==> src/tdc_pkg.sv <==
// Package for the trip direction change counter block.
// Assumes a single 10 MHz clock domain and a plain register port.
package tdc_pkg;
    // Register offsets (byte addresses, one word each)
    localparam logic [7:0]  ADDR_TOTAL     = 8'h00; // Lifetime total, read only
    localparam logic [7:0]  ADDR_LIMIT_CNT = 8'h04; // Limited trip counter, read only
    localparam logic [7:0]  ADDR_MAX       = 8'h08; // Permitted maximum
    localparam logic [7:0]  ADDR_PASSWORD  = 8'h0C; // Password entry, compared with stored password
    localparam logic [7:0]  ADDR_CTRL      = 8'h10; // Control commands
    localparam logic [7:0]  ADDR_STATUS    = 8'h14; // Live status
    localparam logic [7:0]  ADDR_REMAIN    = 8'h18; // Trips remaining
    localparam logic [7:0]  ADDR_INT_STAT  = 8'h1C; // Sticky events, write one to clear
    localparam logic [7:0]  ADDR_INT_MASK  = 8'h20; // Event enables
    localparam logic [7:0]  ADDR_CLR_HIST  = 8'h24; // Number of clears logged
    localparam logic [7:0]  ADDR_LAST_CLR  = 8'h28; // Counter value at last clear
    localparam logic [7:0]  ADDR_RATE      = 8'h2C; // Trips per year estimate
    // Control field positions
    localparam int          CTRL_UNLOCK    = 0;     // Unused; password compared on ADDR_PASSWORD write
    localparam int          CTRL_CLEAR     = 1;     // Clear limited counter
    localparam int          CTRL_LOCK      = 2;     // Drop unlock
    localparam int          CTRL_SET_PW    = 3;     // Store new password
    // Interrupt status / event field positions
    localparam int          EV_TRIP        = 0;
    localparam int          EV_WARN        = 1;
    localparam int          EV_LIMIT       = 2;
    localparam int          EV_REFUSED     = 3;
    localparam int          EV_CLEARED     = 4;
    localparam int          EV_BADPW       = 5;
    localparam int          EV_N           = 6;
    // Reset values
    localparam logic [31:0] MAX_RESET      = 32'h000F_4240;
    localparam logic [31:0] PW_RESET       = 32'h0000_0000;
    localparam logic [31:0] RATE_RESET     = 32'h0000_0000;
    // Usage estimate: rate is trips in one year, raised by each trip beyond it
    localparam int          YEAR_DAYS      = 365;
    localparam logic [15:0] YEAR_DAYS_W    = 16'(YEAR_DAYS);
endpackage : tdc_pkg

==> src/tdc_counter.sv <==
// Trip direction change counter: lifetime total, limited counter with
// password, warning, lockout, restart grace trip and clear history.
// Assumes trip commands and day ticks synchronous to i_clk; persistent
// storage is modelled by registers that only the power-on reset loads.
//
// Behaviour
// - Count only trips reversing direction, and the first trip
// - Lifetime total never cleared by software
// - Password guards maximum change and clear
// - Warn with remaining trips one year ahead
// - Usage rate raised by each trip that exceeds it, reloaded each year
// - Fault output at maximum reached
// - Refuse trip commands while at maximum
// - One extra trip after each restart
// - Log every clear in persistent history
//
// The register addresses and strobed register access are this design's own decisions.
`timescale 1ns/100ps
module tdc_counter
    import tdc_pkg::*;
(
    input  wire logic        i_clk,        // 10 MHz
    input  wire logic        i_rst_b,      // Async power-on reset
    input  wire logic        i_en,         // Clock enable, freezes all state
    input  wire logic        i_restart,    // Inverter restart pulse (warm)
    input  wire logic        i_trip_req,   // Trip command pulse
    input  wire logic        i_trip_dir,   // Requested direction, 1 = up
    input  wire logic        i_day_tick,   // One pulse per day
    input  wire logic        i_restore_we, // Load limited counter from old unit
    input  wire logic [31:0] i_restore_val,// Value copied from old unit
    input  wire logic [7:0]  i_addr,
    input  wire logic [31:0] i_wdata,
    input  wire logic        i_wr,
    input  wire logic        i_rd,
    output logic      [31:0] o_rdata,
    output logic             o_trip_go,    // Trip accepted pulse
    output logic             o_trip_refused,// Trip refused pulse
    output logic             o_fault,      // Fault output at limit
    output logic             o_warn,       // Show remaining trips
    output logic      [31:0] o_remaining,  // Trips left for display
    output logic             o_irq
);
    // Counters and configuration; power-on reset loads them all, restart also loads grace_q and unlock_q
    logic [31:0]     total_q;      // Lifetime total
    logic [31:0]     limit_cnt_q;  // Limited trip counter
    logic [31:0]     max_q;        // Permitted maximum
    logic [31:0]     pw_q;         // Stored password
    logic            unlock_q;     // Password accepted
    logic            lock_q;       // Lockout flag
    logic            grace_q;      // Extra trip available after restart
    logic            last_dir_q;   // Direction of previous trip
    logic            dir_valid_q;  // A previous trip exists
    logic [31:0]     rate_q;       // Trips per year estimate
    logic [31:0]     year_trips_q; // Trips in current window
    logic [15:0]     day_cnt_q;    // Days in current window
    logic [31:0]     hist_cnt_q;   // Clears logged
    logic [31:0]     last_clr_q;   // Counter value at last clear
    logic [EV_N-1:0] int_stat_q;
    logic [EV_N-1:0] int_mask_q;
    // Combinational helpers
    logic [EV_N-1:0] ev;
    logic            warn_now;
    logic [31:0]     remain;
    logic            accept;
    logic            refuse;
    logic            counts;
    logic            clear_ok;
    logic            wr_ctrl;

    // Trip acceptance: blocked while locked unless grace trip is held
    assign accept   = i_trip_req && (!lock_q || grace_q);
    assign refuse   = i_trip_req && !accept;
    // Only a direction change, or the first trip, adds a count
    assign counts   = accept && (!dir_valid_q || i_trip_dir != last_dir_q);
    assign wr_ctrl  = i_wr && i_addr == ADDR_CTRL;
    assign clear_ok = wr_ctrl && i_wdata[CTRL_CLEAR] && unlock_q;
    assign remain   = (max_q > limit_cnt_q) ? max_q - limit_cnt_q : 32'h0000_0000;
    // Warning when remaining trips fall within one year's usage
    assign warn_now = !lock_q && rate_q != 32'h0000_0000 && remain <= rate_q;

    // Lifetime total: only power-on reset, no software path
    always_ff @(posedge i_clk or negedge i_rst_b)
    begin
        if (!i_rst_b)
            total_q <= 32'h0000_0000;
        else if (i_en && counts)
            total_q <= total_q + 32'h0000_0001;
    end

    // Limited counter: counts, cleared with password or restored
    // Restore beats clear so a unit swap is never lost to a stray clear
    always_ff @(posedge i_clk or negedge i_rst_b)
    begin
        if (!i_rst_b)
            limit_cnt_q <= 32'h0000_0000;
        else if (i_en)
        begin
            if (i_restore_we)
                limit_cnt_q <= i_restore_val;
            else if (clear_ok)
                limit_cnt_q <= 32'h0000_0000;
            else if (counts)
                limit_cnt_q <= limit_cnt_q + 32'h0000_0001;
        end
    end

    // Lockout flag: set when counter reaches or exceeds maximum, held until a permitted clear
    // Compared on every edge, so a lowered maximum also locks
    always_ff @(posedge i_clk or negedge i_rst_b)
    begin
        if (!i_rst_b)
            lock_q <= 1'b0;
        else if (i_en)
        begin
            if (clear_ok)
                lock_q <= 1'b0;
            else if (limit_cnt_q >= max_q)
                lock_q <= 1'b1;
        end
    end

    // Grace trip: granted per restart, spent by one trip accepted while locked
    // A restart wins over a spend in the same cycle
    always_ff @(posedge i_clk or negedge i_rst_b)
    begin
        if (!i_rst_b)
            grace_q <= 1'b1;
        else if (i_en)
        begin
            if (i_restart)
                grace_q <= 1'b1;
            else if (accept && lock_q)
                grace_q <= 1'b0;
        end
    end

    // Previous direction memory
    always_ff @(posedge i_clk or negedge i_rst_b)
    begin
        if (!i_rst_b)
        begin
            last_dir_q  <= 1'b0;
            dir_valid_q <= 1'b0;
        end
        else if (i_en && accept)
        begin
            last_dir_q  <= i_trip_dir;
            dir_valid_q <= 1'b1;
        end
    end

    // Maximum and password: writes need an accepted password
    always_ff @(posedge i_clk or negedge i_rst_b)
    begin
        if (!i_rst_b)
        begin
            max_q    <= MAX_RESET;
            pw_q     <= PW_RESET;
            unlock_q <= 1'b0;
        end
        else if (i_en)
        begin
            if (i_wr && i_addr == ADDR_MAX && unlock_q)
                max_q <= i_wdata;
            if (wr_ctrl && i_wdata[CTRL_SET_PW] && unlock_q)
                pw_q <= i_wdata;
            if (i_restart || (wr_ctrl && i_wdata[CTRL_LOCK]))
                unlock_q <= 1'b0;
            else if (i_wr && i_addr == ADDR_PASSWORD)
                unlock_q <= (i_wdata == pw_q);
        end
    end

    // Usage history: trips over consecutive fixed year windows
    // Estimate starts at zero and follows the window count once exceeded, so a warning can show in the first year
    always_ff @(posedge i_clk or negedge i_rst_b)
    begin
        if (!i_rst_b)
        begin
            rate_q       <= RATE_RESET;
            year_trips_q <= 32'h0000_0000;
            day_cnt_q    <= 16'h0000;
        end
        else if (i_en)
        begin
            if (i_day_tick && day_cnt_q == YEAR_DAYS_W - 16'h0001)
            begin
                day_cnt_q    <= 16'h0000;
                year_trips_q <= 32'h0000_0000;
                rate_q       <= year_trips_q;
            end
            else
            begin
                if (i_day_tick)
                    day_cnt_q <= day_cnt_q + 16'h0001;
                if (counts)
                begin
                    year_trips_q <= year_trips_q + 32'h0000_0001;
                    // Refresh estimate after each trip once exceeded
                    if (year_trips_q >= rate_q)
                        rate_q <= year_trips_q + 32'h0000_0001;
                end
            end
        end
    end

    // Clear history log
    always_ff @(posedge i_clk or negedge i_rst_b)
    begin
        if (!i_rst_b)
        begin
            hist_cnt_q <= 32'h0000_0000;
            last_clr_q <= 32'h0000_0000;
        end
        else if (i_en && clear_ok)
        begin
            hist_cnt_q <= hist_cnt_q + 32'h0000_0001;
            last_clr_q <= limit_cnt_q;
        end
    end

    // Event sources
    assign ev[EV_TRIP]    = counts;
    assign ev[EV_WARN]    = warn_now && !o_warn;
    assign ev[EV_LIMIT]   = limit_cnt_q >= max_q && !lock_q;
    assign ev[EV_REFUSED] = refuse;
    assign ev[EV_CLEARED] = clear_ok;
    assign ev[EV_BADPW]   = i_wr && i_addr == ADDR_PASSWORD && i_wdata != pw_q;

    // Sticky events, write one to clear, a new set wins
    always_ff @(posedge i_clk or negedge i_rst_b)
    begin
        if (!i_rst_b)
        begin
            int_stat_q <= '0;
            int_mask_q <= '0;
        end
        else if (i_en)
        begin
            if (i_wr && i_addr == ADDR_INT_MASK)
                int_mask_q <= i_wdata[EV_N-1:0];
            if (i_wr && i_addr == ADDR_INT_STAT)
                int_stat_q <= (int_stat_q & ~i_wdata[EV_N-1:0]) | ev;
            else
                int_stat_q <= int_stat_q | ev;
        end
    end

    // Registered outputs
    // Fault lags the lock flag by one cycle, as do warn and remaining
    always_ff @(posedge i_clk or negedge i_rst_b)
    begin
        if (!i_rst_b)
        begin
            o_trip_go      <= 1'b0;
            o_trip_refused <= 1'b0;
            o_fault        <= 1'b0;
            o_warn         <= 1'b0;
            o_remaining    <= 32'h0000_0000;
            o_irq          <= 1'b0;
        end
        else if (i_en)
        begin
            o_trip_go      <= accept;
            o_trip_refused <= refuse;
            o_fault        <= lock_q;
            o_warn         <= warn_now;
            o_remaining    <= remain;
            o_irq          <= |(int_stat_q & int_mask_q);
        end
    end

    // Read port, data one cycle after the strobe
    always_ff @(posedge i_clk or negedge i_rst_b)
    begin
        if (!i_rst_b)
            o_rdata <= 32'h0000_0000;
        else if (i_en)
        begin
            if (!i_rd)
                o_rdata <= 32'h0000_0000;
            else
            begin
                // Status: grace, unlock, warn, then lock in both low bits
                unique case (i_addr)
                    ADDR_TOTAL:     o_rdata <= total_q;
                    ADDR_LIMIT_CNT: o_rdata <= limit_cnt_q;
                    ADDR_MAX:       o_rdata <= max_q;
                    ADDR_STATUS:    o_rdata <= {27'h0, grace_q, unlock_q, warn_now,
                                                lock_q, lock_q};
                    ADDR_REMAIN:    o_rdata <= remain;
                    ADDR_INT_STAT:  o_rdata <= {26'h0, int_stat_q};
                    ADDR_INT_MASK:  o_rdata <= {26'h0, int_mask_q};
                    ADDR_CLR_HIST:  o_rdata <= hist_cnt_q;
                    ADDR_LAST_CLR:  o_rdata <= last_clr_q;
                    ADDR_RATE:      o_rdata <= rate_q;
                    // Password never reads back; unmapped reads zero
                    default:        o_rdata <= 32'h0000_0000;
                endcase
            end
        end
    end
endmodule // tdc_counter

==> config.mk <==
export PLATFORM = sky130hd
export DESIGN_NAME = tdc_counter
export DESIGN_NICKNAME = d
export VERILOG_FILES = /design/src/tdc_pkg.sv /design/src/tdc_counter.sv
export SDC_FILE = /design/constraint.sdc
export NUM_CORES = 1
export LEC_CHECK = 0
export BUFFER_PORTS_ARGS = -buffer_cell sky130_fd_sc_hd__clkbuf_2
export CAP_MARGIN = 20
export CORE_MARGIN = 1.5
export CORE_UTILIZATION = 45
export CTS_BUF_LIST = sky130_fd_sc_hd__clkbuf_4
export DETAILED_ROUTE_END_ITERATION = 6
export MAX_ROUTING_LAYER = met4
export PLACE_DENSITY = 0.74
export SYNTH_ARGS = -nofsm -noshare
export SYNTH_HDL_FRONTEND = slang
export SYNTH_SLANG_ARGS = --single-unit
==> constraint.sdc <==
create_clock -name i_clk -period 8.6 [get_ports i_clk]
set_input_delay 0.86 -clock i_clk [delete_from_list [all_inputs] [get_ports i_clk]]
set_output_delay 0.86 -clock i_clk [all_outputs]
set_load 0.005 [all_outputs]
==> results.cfg, run 1 <==
[outcome]
result_of_the_run = finished with violations
violated_checks = design-rule violations

[clock_tree]
tritoncts = yes
clk_root_buffer_cell = sky130_fd_sc_hd__clkbuf_4
clkLatencyLatePin_ns = 0.88
clock_tree.htree_level_count = 3
post-cts-setup-buffers = 0
post_cts_resized = 0
cts_inserted_buffers = 96
clock_tree.buffer_depth = 3
clk_pin_slew_ns = 0.08
post_cts_hold_buffer_count = 0
cts_sinks = 358

[synth]
yosysWarningCount = 0
synth_most_common_cell = sky130_fd_sc_hd__dfrtp_1
post_synth_net_total = 2273
synth_edf_count = 0
xor_and_xnor_area_share_after_synthesis = 0.0683
fraction_of_the_mapped_netlist_area_in_compound_gates = 0.171
ys.flop_type = sky130_fd_sc_hd__dfrtp_1
post_synth.cell_area_avg_um2 = 9.90
synth-simple-area-share = 0.144
synthMuxAreaShare = 0.0834
synthDominantCellAreaShare = 0.424
synth.top_cells.by_count = sky130_fd_sc_hd__dfrtp_1 (350), sky130_fd_sc_hd__nand2_1 (162), sky130_fd_sc_hd__o21ai_0 (152)
synth_cell_types = 76
syn_inst = 2087
sequential_fraction_of_the_synthesis_area = 0.434
synth_top_cells_by_area = sky130_fd_sc_hd__dfrtp_1 (42%), sky130_fd_sc_hd__mux2_2 (7.0%), sky130_fd_sc_hd__ha_1 (6.2%), sky130_fd_sc_hd__xor2_1 (3.7%), sky130_fd_sc_hd__o21ai_0 (3.7%)
asyncSetResetFlopFracSynth = 1.00
syn-cell-area_um2 = 20700
post-synth-top-area-cell = sky130_fd_sc_hd__dfrtp_1
largest_family_of_logic_cells_by_synthesized_area = compound AO/OA/AOI/OAI gates
synth_area_in_adders = 0.0634
postSynthRegisterBits = 358

[finish]
layout-drive-gt1-share = 0.216
fin_area_um2 = 23300
finish.utilization = 0.515
areaGrowthSynthToFinish_pct = 12.9
fin_nets = 2445
layout.cells.non_filler = 2936

[route]
avgViaCountPerCell = 6.11
antenna_left = 0
post-route-drc-count = 4
first_pass_iteration_count_of_the_detailed_router = 7
wl_um = 67700
avgRoutedWirePerCell_um = 23.1
vias = 18000
drtIter0Drc = 1732

[sta]
timing_worst_slew_pin_value_ns = 1.02
sum_of_negative_setup_slack_ns = 0
min_clock_period_post_route_ns = 5.57
number_of_hold_violations_in_the_final_report = 0
fmax_mhz = 179
grt_setup_unrepaired = false
worst_clock_skew_ns = 0.0591
period_share = 0.648
timing.final.setup_violations = 0
slew_violations = 0
final_critical_path_setup_slack_ns = 3.03
max-slew-margin-rel = 0.323

[critical_path]
setup.worst_path.end_class = flop
timing.rr.end = o_rdata[2]
path_class = flop to flop
max_stage_delay_ns = 0.73
worst-endpoint-arrival_ns = 6.29
worst-r2r-cell-count = 18
worst-r2r-setup-slack_ns = 3.03
critical_path.slowest_cell = sky130_fd_sc_hd__nor4_1
largest_fanout_on_the_critical_path = 28
family_with_the_most_delay_on_the_worst_path = compound AO/OA/AOI/OAI gates
worstPathBufferInverterCount = 2
timing.rr.start = limit_cnt_q[0]
critical_path.startpoint_type = flop
path_cells = ha_1, inv_1, fa_1, a211oi_1, o21bai_1, o211ai_1, a31oi_1, o21bai_1, o21a_1, buf_16, nor2_1, ha_1, nand4_1, nor4_1, a21oi_1, o211ai_1, a21oi_1, a221o_1
critical_path_required_ns = 9.32

[global_route]
grt_antenna_before_repair = 3
grtUsageTotal = 0.296
grt_max_degree = 175
overflow = 0
grt_first_pass_wirelength_um = 104000
grt_pass1_vias = 17600

[die]
fp-row-count = 78
die_w_um = 217
initial_standard_cell_utilization_of_the_core = 0.456
boundaryPins = 151
fp.dieH_um = 217
core_area_um2 = 45300
total_die_area_um2 = 47200

[placement]
dp.final_hpwl_um = 50500
dpl_worst_slack_ns = 2.69
total_cell_area_at_the_placement_stage_um2 = 22000
globalplace.congestion = 0.990
port_buffers = 150
dp_cells = 2760

[pwr]
p_leak_nw = 11.0
vdd_drop_max_uv = 118
powerDensity_nw_per_um2 = 175

[hold_path]
hold_class = input pin to asynchronous set/reset pin

[job]
max_cap_violations = 0
-- cell usage in the layout (no fill, tap or decap), types with 10 or more instances in the layout --
cell type / n
sky130_fd_sc_hd__clkbuf_2: 149
sky130_fd_sc_hd__and2_1: 16
sky130_fd_sc_hd__buf_4: 21
sky130_fd_sc_hd__a21oi_1: 123
sky130_fd_sc_hd__xor2_1: 87
sky130_fd_sc_hd__o31ai_1: 19
sky130_fd_sc_hd__clkbuf_4: 155
sky130_fd_sc_hd__and3_1: 38
sky130_fd_sc_hd__o21ai_0: 152
sky130_fd_sc_hd__a222oi_1: 56
sky130_fd_sc_hd__nand2_1: 162
sky130_fd_sc_hd__dfrtp_1: 350
sky130_fd_sc_hd__nor4_1: 27
sky130_fd_sc_hd__nor2_1: 127
sky130_fd_sc_hd__mux2_2: 129
sky130_fd_sc_hd__and4_1: 11
sky130_fd_sc_hd__a22oi_1: 14
sky130_fd_sc_hd__a32oi_1: 20
sky130_fd_sc_hd__nor3_1: 36
sky130_fd_sc_hd__a31oi_1: 19
sky130_fd_sc_hd__mux2i_1: 27
sky130_fd_sc_hd__nand4_1: 43
sky130_fd_sc_hd__a21o_1: 28
sky130_fd_sc_hd__a221o_1: 19
sky130_fd_sc_hd__inv_1: 88
sky130_fd_sc_hd__ha_1: 103
sky130_fd_sc_hd__clkinv_1: 10
sky130_fd_sc_hd__xnor2_1: 74
sky130_fd_sc_hd__nand3_1: 69
-- worst max-delay path by stage --
stage                      end       startpoint  depth (start not counted)  slack (ns)
finish              o_rdata[2]   limit_cnt_q[0]                         18        3.03
global route        o_rdata[2]  limit_cnt_q[15]                         19        2.83
CTS                 o_rdata[2]   limit_cnt_q[0]                         17        2.64
detailed placement  o_rdata[2]   limit_cnt_q[0]                         17        2.69
global placement    o_rdata[2]   limit_cnt_q[0]                         17        2.88
floorplan           o_rdata[2]   limit_cnt_q[0]                         19        4.34
-- stage by stage --
step           hold WS [ns]  total power, W
2_1_floorplan         0.442         0.00223
3_3_place_gp          0.461         0.00246
3_5_place_dp          0.472         0.00248
4_1_cts               0.130         0.00409
5_1_grt               0.123         0.00426
6_report             0.0954         0.00408
-- power by group --
part           internal (W)  switching [W]  total (W)  leakage, nW
Clock              0.000866       0.000747    0.00161        0.765
Sequential          0.00176       0.000120    0.00188         4.72
Combinational      0.000196       0.000389   0.000585         5.53
Total               0.00282        0.00126    0.00408         11.0
-- per-layer routing --
| metal | global-route usage | up-vias | part of all wire |
|---|---|---|---|
| met5 | - | - | 0 |
| met4 | 0.103 | 0 | 0.031 |
| met3 | 0.0674 | 137 | 0.084 |
| met2 | 0.432 | 802 | 0.44 |
| met1 | 0.403 | 8871 | 0.44 |
| li1 | - | 8140 | - |
-- logic make-up after synthesis --
kind of cell,count (synthesis)
xor+xnor,161
mux,156
flops,358
compound gates,529
simple gates,590
buf+inv,189
fa+ha+maj,104
-- worst register-to-register path, stage by stage, from the launching register on --
cell	delay [ns]
sky130_fd_sc_hd__dfrtp_1	0.50
sky130_fd_sc_hd__ha_1	0.22
sky130_fd_sc_hd__inv_1	0.05
sky130_fd_sc_hd__fa_1	0.42
sky130_fd_sc_hd__a211oi_1	0.35
sky130_fd_sc_hd__o21bai_1	0.18
sky130_fd_sc_hd__o211ai_1	0.34
sky130_fd_sc_hd__a31oi_1	0.28
sky130_fd_sc_hd__o21bai_1	0.35
sky130_fd_sc_hd__o21a_1	0.38
sky130_fd_sc_hd__buf_16	0.22
sky130_fd_sc_hd__nor2_1	0.07
sky130_fd_sc_hd__ha_1	0.32
sky130_fd_sc_hd__nand4_1	0.18
sky130_fd_sc_hd__nor4_1	0.73
sky130_fd_sc_hd__a21oi_1	0.22
sky130_fd_sc_hd__o211ai_1	0.24
sky130_fd_sc_hd__a21oi_1	0.09
sky130_fd_sc_hd__a221o_1	0.28
-- layout make-up --
class,count,area [um2]
Fill cell,4181,22000
Multi-Input combinational cell,1540,11000
Sequential cell,358,8970
Clock buffer,155,1160
Timing Repair Buffer,173,966
Tap cell,600,751
Inverter,90,338
Clock inverter,14,106
Antenna cell,6,15.0
Note: power is estimated with default switching activity, not from simulation.
==> run 2: changes to the inputs <==
==> constraint.sdc (replaced) <==
create_clock -name i_clk -period 5.79 [get_ports i_clk]
set_input_delay 0.579 -clock i_clk [delete_from_list [all_inputs] [get_ports i_clk]]
set_output_delay 0.579 -clock i_clk [all_outputs]
set_load 0.005 [all_outputs]
==> results.cfg, run 2 (same netlist as run 1, synthesis figures left out) <==
[finish]
most_frequent_cells_in_the_layout = sky130_fd_sc_hd__dfrtp_1 (350), sky130_fd_sc_hd__nand2_1 (162), sky130_fd_sc_hd__clkbuf_4 (159), sky130_fd_sc_hd__o21ai_0 (152), sky130_fd_sc_hd__clkbuf_2 (149)
fin_nets = 2464
layout.cells.non_filler = 2957
final_common_cell = sky130_fd_sc_hd__dfrtp_1
areaGrowthSynthToFinish_pct = 13.7
fillers = 4175
layout-drive-gt1-share = 0.219

[die]
initial_standard_cell_utilization_of_the_core = 0.456
boundaryPins = 151
total_die_area_um2 = 47200
fp-row-count = 78
die_w_um = 217
core_area_um2 = 45300
fp.dieH_um = 217

[job]
max_cap_violations = 0

[sta]
max-slew-margin-rel = 0.341
timing.final.setup_violations = 0
sum_of_negative_setup_slack_ns = 0
period_share = 0.910
number_of_hold_violations_in_the_final_report = 0
slew_violations = 0
min_clock_period_post_route_ns = 5.27
fmax_mhz = 190
worst_clock_skew_ns = 0.0619
timing_worst_slew_pin_value_ns = 0.989
grt_setup_unrepaired = false

[critical_path]
setup.worst_path.end_class = flop
critical_path.startpoint_type = flop
largest_fanout_on_the_critical_path = 8
worst-endpoint-arrival_ns = 5.97
critical_path_required_ns = 6.49
path_class = flop to flop

[clock_tree]
cts_sinks = 358
clock_tree.buffer_depth = 3
clk_pin_slew_ns = 0.07
clk_root_buffer_cell = sky130_fd_sc_hd__clkbuf_4
tritoncts = yes
clock_tree.htree_level_count = 3
post_cts_resized = 0
clkLatencyLatePin_ns = 0.85
cts_inserted_buffers = 98

[hold_path]
hold_class = input pin to flop

[placement]
globalplace.congestion = 0.964
dp.final_hpwl_um = 50100
dp_cells = 2767
port_buffers = 150

[route]
antenna_left = 0
vias = 18000
drtIter0Drc = 1939
avgViaCountPerCell = 6.10
post-route-drc-count = 8
avgRoutedWirePerCell_um = 22.7
wl_um = 67000
first_pass_iteration_count_of_the_detailed_router = 7

[global_route]
grt_first_pass_wirelength_um = 103000
overflow = 0
grt_pass1_vias = 17600
grt_max_degree = 165
grt_antenna_before_repair = 2
grtUsageTotal = 0.291

[pwr]
powerDensity_nw_per_um2 = 259
p_leak_nw = 11.1
finalPower_w = 0.00609
vdd_drop_max_uv = 162

[outcome]
result_of_the_run = finished with violations
violated_checks = design-rule violations
[run 2: worst paths after layout]
kind / start / end / slack [ns] / cells after the start
setup / recovery: limit_cnt_q[11] / o_rdata[2] / 0.52 / 19
hold / removal: i_wdata[30] / pw_q[30] / 0.06 / 2
setup reg to reg: limit_cnt_q[11] / o_rdata[2] / 0.52 / 19
hold reg to reg: day_cnt_q[15] / day_cnt_q[15] / 0.48 / 1
max in group asynchronous: i_rst_b / limit_cnt_q[12] / 3.98 / 3
min in group asynchronous: i_rst_b / year_trips_q[31] / 0.39 / 2
[run 2: area by class of cell]
| type | count | area (um2) | share of cell area |
|---|---|---|---|
| antenna | 2 | 5.00 | 0.000213 |
| clock buffer | 159 | 1190 | 0.0508 |
| clock inverter | 18 | 126 | 0.00538 |
| inverter | 90 | 338 | 0.0144 |
| multi-input combinational | 1540 | 11000 | 0.468 |
| sequential | 358 | 8970 | 0.382 |
| tap | 600 | 751 | 0.0320 |
| timing repair buffer | 190 | 1100 | 0.0469 |
[run 2: metal layers]
layer / vias up / share of wire / track usage / wire length (um)
li1: 8163 / - / - / -
met1: 8980 / 0.44 / 0.395 / 29400
met2: 790 / 0.45 / 0.429 / 30000
met3: 104 / 0.081 / 0.0604 / 5440
met4: 0 / 0.031 / 0.109 / 2110
met5: - / 0 / - / 0
[run 2: repair_timing]
item / CTS / global route
setup buffers: 0 / 0
hold buffers: 11 / 0
hold endpoints to repair: 118 / 0
[run 2: worst max-delay path: stages, from the launching register on]
cell and delay [ns]:
sky130_fd_sc_hd__dfrtp_1 0.46, sky130_fd_sc_hd__inv_1 0.14, sky130_fd_sc_hd__ha_1 0.41, sky130_fd_sc_hd__nand2_1 0.10
sky130_fd_sc_hd__o21ai_0 0.39, sky130_fd_sc_hd__a22oi_1 0.16, sky130_fd_sc_hd__a31oi_1 0.45, sky130_fd_sc_hd__o21bai_1 0.21
sky130_fd_sc_hd__o21ai_1 0.77, sky130_fd_sc_hd__nand2_1 0.21, sky130_fd_sc_hd__inv_1 0.11, sky130_fd_sc_hd__ha_1 0.16
sky130_fd_sc_hd__nand4_1 0.09, sky130_fd_sc_hd__nor4_1 0.42, sky130_fd_sc_hd__o21ai_0 0.22, sky130_fd_sc_hd__o211ai_1 0.14
sky130_fd_sc_hd__a21oi_1 0.13, sky130_fd_sc_hd__o211ai_1 0.21, sky130_fd_sc_hd__a21oi_1 0.11, sky130_fd_sc_hd__a221o_1 0.27
[run 2: where the power goes]
group / switching (W) / internal, W / leakage (nW)
Combinational: 0.000572 / 0.000300 / 5.59
Clock: 0.00111 / 0.00132 / 0.791
Sequential: 0.000175 / 0.00261 / 4.72
Total: 0.00185 / 0.00423 / 11.1
[run 2: through the flow]
step	hold slack, ns	area (um2)	utilization	setup slack (ns)
after global routing	0.00620	23500	0.519	0.246
after CTS	0.000800	23500	0.518	0.602
after global placement	0.464	22000	0.487	0.917
after detailed placement	0.474	22000	0.487	0.612
after floorplan	0.283	20700	-	1.53
final	0.0582	23500	0.519	0.524
==> run 3: changes to the inputs <==
--- a/config.mk
+++ b/config.mk
@@ -13,6 +13,8 @@
 export DETAILED_ROUTE_END_ITERATION = 6
 export MAX_ROUTING_LAYER = met4
 export PLACE_DENSITY = 0.74
+export REMOVE_ABC_BUFFERS = 1
 export SYNTH_ARGS = -nofsm -noshare
 export SYNTH_HDL_FRONTEND = slang
 export SYNTH_SLANG_ARGS = --single-unit
+export TNS_END_PERCENT = 30
==> results.cfg, run 3 (same netlist as run 1, synthesis figures left out) <==
[global_route]
grt_pass1_vias = 18000
grtUsageTotal = 0.296
gr-usage-met2 = 0.449
grt_max_degree = 143
grtUsageMet1 = 0.384
grt_most_used_layer = met2
overflow = 0
grt_first_pass_wirelength_um = 104000
globalRouteMet3Util = 0.0629
grt_antenna_before_repair = 2

[clock_tree]
tritoncts = yes
cts_sinks = 358
clk_root_buffer_cell = sky130_fd_sc_hd__clkbuf_4
post-cts-setup-buffers = 0
clkLatencyLatePin_ns = 0.89
clk_pin_slew_ns = 0.07
clock_tree.buffer_depth = 3
clock_tree.htree_level_count = 3
cts_inserted_buffers = 98

[placement]
port_buffers = 150
dp_cells = 2769
dp.final_hpwl_um = 49800
globalplace.congestion = 1.01

[sta]
fmax_mhz = 185
slew_violations = 0
sum_of_negative_setup_slack_ns = 0
timing_worst_slew_pin_value_ns = 1.11
timing.final.setup_violations = 0
period_share = 0.935
max-slew-margin-rel = 0.256
worst_clock_skew_ns = 0.0785
grt_setup_unrepaired = false
min_clock_period_post_route_ns = 5.42
worst_hold_slack_ns = 0.0501
number_of_hold_violations_in_the_final_report = 0

[critical_path]
critical_path_required_ns = 6.51
path_class = flop to flop
setup.worst_path.end_class = flop
critical_path.startpoint_type = flop
timing.rr.start = limit_cnt_q[10]
worst-endpoint-arrival_ns = 6.14
worst-r2r-setup-slack_ns = 0.37
timing.rr.end = o_rdata[2]
worst-r2r-cell-count = 19
largest_fanout_on_the_critical_path = 15

[hold_path]
worst_hold_path.endpoint = pw_q[22]
holdCritStartpoint = i_wdata[22]
worstHoldPathCells = 2
hold_class = input pin to flop

[route]
antenna_left = 0
avgRoutedWirePerCell_um = 22.8
avgViaCountPerCell = 6.12
vias = 18200
post-route-drc-count = 8
drtIter0Drc = 2133
first_pass_iteration_count_of_the_detailed_router = 7
wl_um = 67800

[finish]
areaGrowthSynthToFinish_pct = 14.7
final_common_cell = sky130_fd_sc_hd__dfrtp_1
layout.cells.non_filler = 2979
fin_nets = 2487
most_frequent_cells_in_the_layout = sky130_fd_sc_hd__dfrtp_1 (350), sky130_fd_sc_hd__nand2_1 (162), sky130_fd_sc_hd__o21ai_0 (152), sky130_fd_sc_hd__clkbuf_2 (149), sky130_fd_sc_hd__clkbuf_4 (142)
layout-drive-gt1-share = 0.213

[pwr]
sequential_share_of_power = 0.463
switching_power_share_of_the_total = 0.307
power_frac_comb = 0.144
total_switching_power_w = 0.00185
cellInternalPower_w = 0.00418
power.share.clock = 0.393
powerDensity_nw_per_um2 = 255
vdd_drop_max_uv = 127
p_leak_nw = 11.2

[die]
total_die_area_um2 = 47200
initial_standard_cell_utilization_of_the_core = 0.456
fp.dieH_um = 217
fp-row-count = 78
boundaryPins = 151
core_area_um2 = 45300
die_w_um = 217

[job]
max_cap_violations = 0

[outcome]
violated_checks = design-rule violations
result_of_the_run = finished with violations
==> run 3: cell type report <==
class                           count  area [um2]
Fill cell                        4080       21600
Multi-Input combinational cell   1540       11000
Sequential cell                   358        8970
Timing Repair Buffer              213        1350
Clock buffer                      142        1070
Tap cell                          600         751
Inverter                           90         338
Clock inverter                     31         205
Antenna cell                        5        12.5
==> run 3: per-layer routing <==
metal,wire [um],up-vias
met5,0,-
met4,2910,0
met3,5440,171
met2,30700,845
met1,28700,8997
li1,-,8228
==> run 3: power by group through the flow <==
stage | registers (W) | logic, W | clock network, W
after global placement | 0.00282 | 0.000816 | 0
after detailed placement | 0.00283 | 0.000833 | 0
final | 0.00279 | 0.000867 | 0.00237
after floorplan | 0.00277 | 0.000519 | 0
after global routing | 0.00281 | 0.000962 | 0.00257
after CTS | 0.00278 | 0.000854 | 0.00242
==> run 3: timing repair <==
item                                   CTS  global route
endpoints found under the hold margin  132             3
setup endpoints to repair                0             1
resized for setup                        0             1
hold buffers                            28             3
==> run 3: how the worst max path moves through the flow <==
| stage | start | depth (start not counted) | end | slack, ns |
|---|---|---|---|---|
| 6_report | limit_cnt_q[10] | 19 | o_rdata[2] | 0.37 |
| 5_1_grt | limit_cnt_q[10] | 19 | o_rdata[2] | 0.1 |
| 4_1_cts | limit_cnt_q[14] | 19 | o_rdata[2] | 0.40 |
| 3_5_place_dp | limit_cnt_q[15] | 19 | o_rdata[2] | 0.45 |
| 3_3_place_gp | limit_cnt_q[0] | 19 | o_rdata[2] | 0.68 |
| 2_1_floorplan | i_day_tick | 7 | rate_q[11] | 0.18 |
==> run 3: worst max-delay path: stages (launching register included) <==
cell and delay [ns]:
sky130_fd_sc_hd__dfrtp_1 0.46, sky130_fd_sc_hd__inv_1 0.11, sky130_fd_sc_hd__ha_1 0.42, sky130_fd_sc_hd__nand2_1 0.11, sky130_fd_sc_hd__o21ai_0 0.45, sky130_fd_sc_hd__a22oi_1 0.16, sky130_fd_sc_hd__a31oi_1 0.44, sky130_fd_sc_hd__o21bai_1 0.23
sky130_fd_sc_hd__o21a_1 0.22, sky130_fd_sc_hd__buf_4 0.19, sky130_fd_sc_hd__nor3_1 0.69, sky130_fd_sc_hd__ha_1 0.23, sky130_fd_sc_hd__nand4_1 0.13, sky130_fd_sc_hd__nor4_1 0.42, sky130_fd_sc_hd__o21ai_0 0.18, sky130_fd_sc_hd__o211ai_1 0.12
sky130_fd_sc_hd__a21oi_1 0.10, sky130_fd_sc_hd__o211ai_1 0.22, sky130_fd_sc_hd__a21oi_1 0.10, sky130_fd_sc_hd__a221o_1 0.28
==> run 3: through the flow <==
stage                     setup WS (ns)  utilization  cell area (um2)  power (W)
after floorplan                   0.176            -            20200    0.00329
after global placement            0.676        0.487            22100    0.00363
after detailed placement          0.453        0.487            22100    0.00366
after CTS                         0.400        0.522            23600    0.00606
after global routing             0.0974        0.523            23700    0.00634
final                             0.375        0.523            23700    0.00603
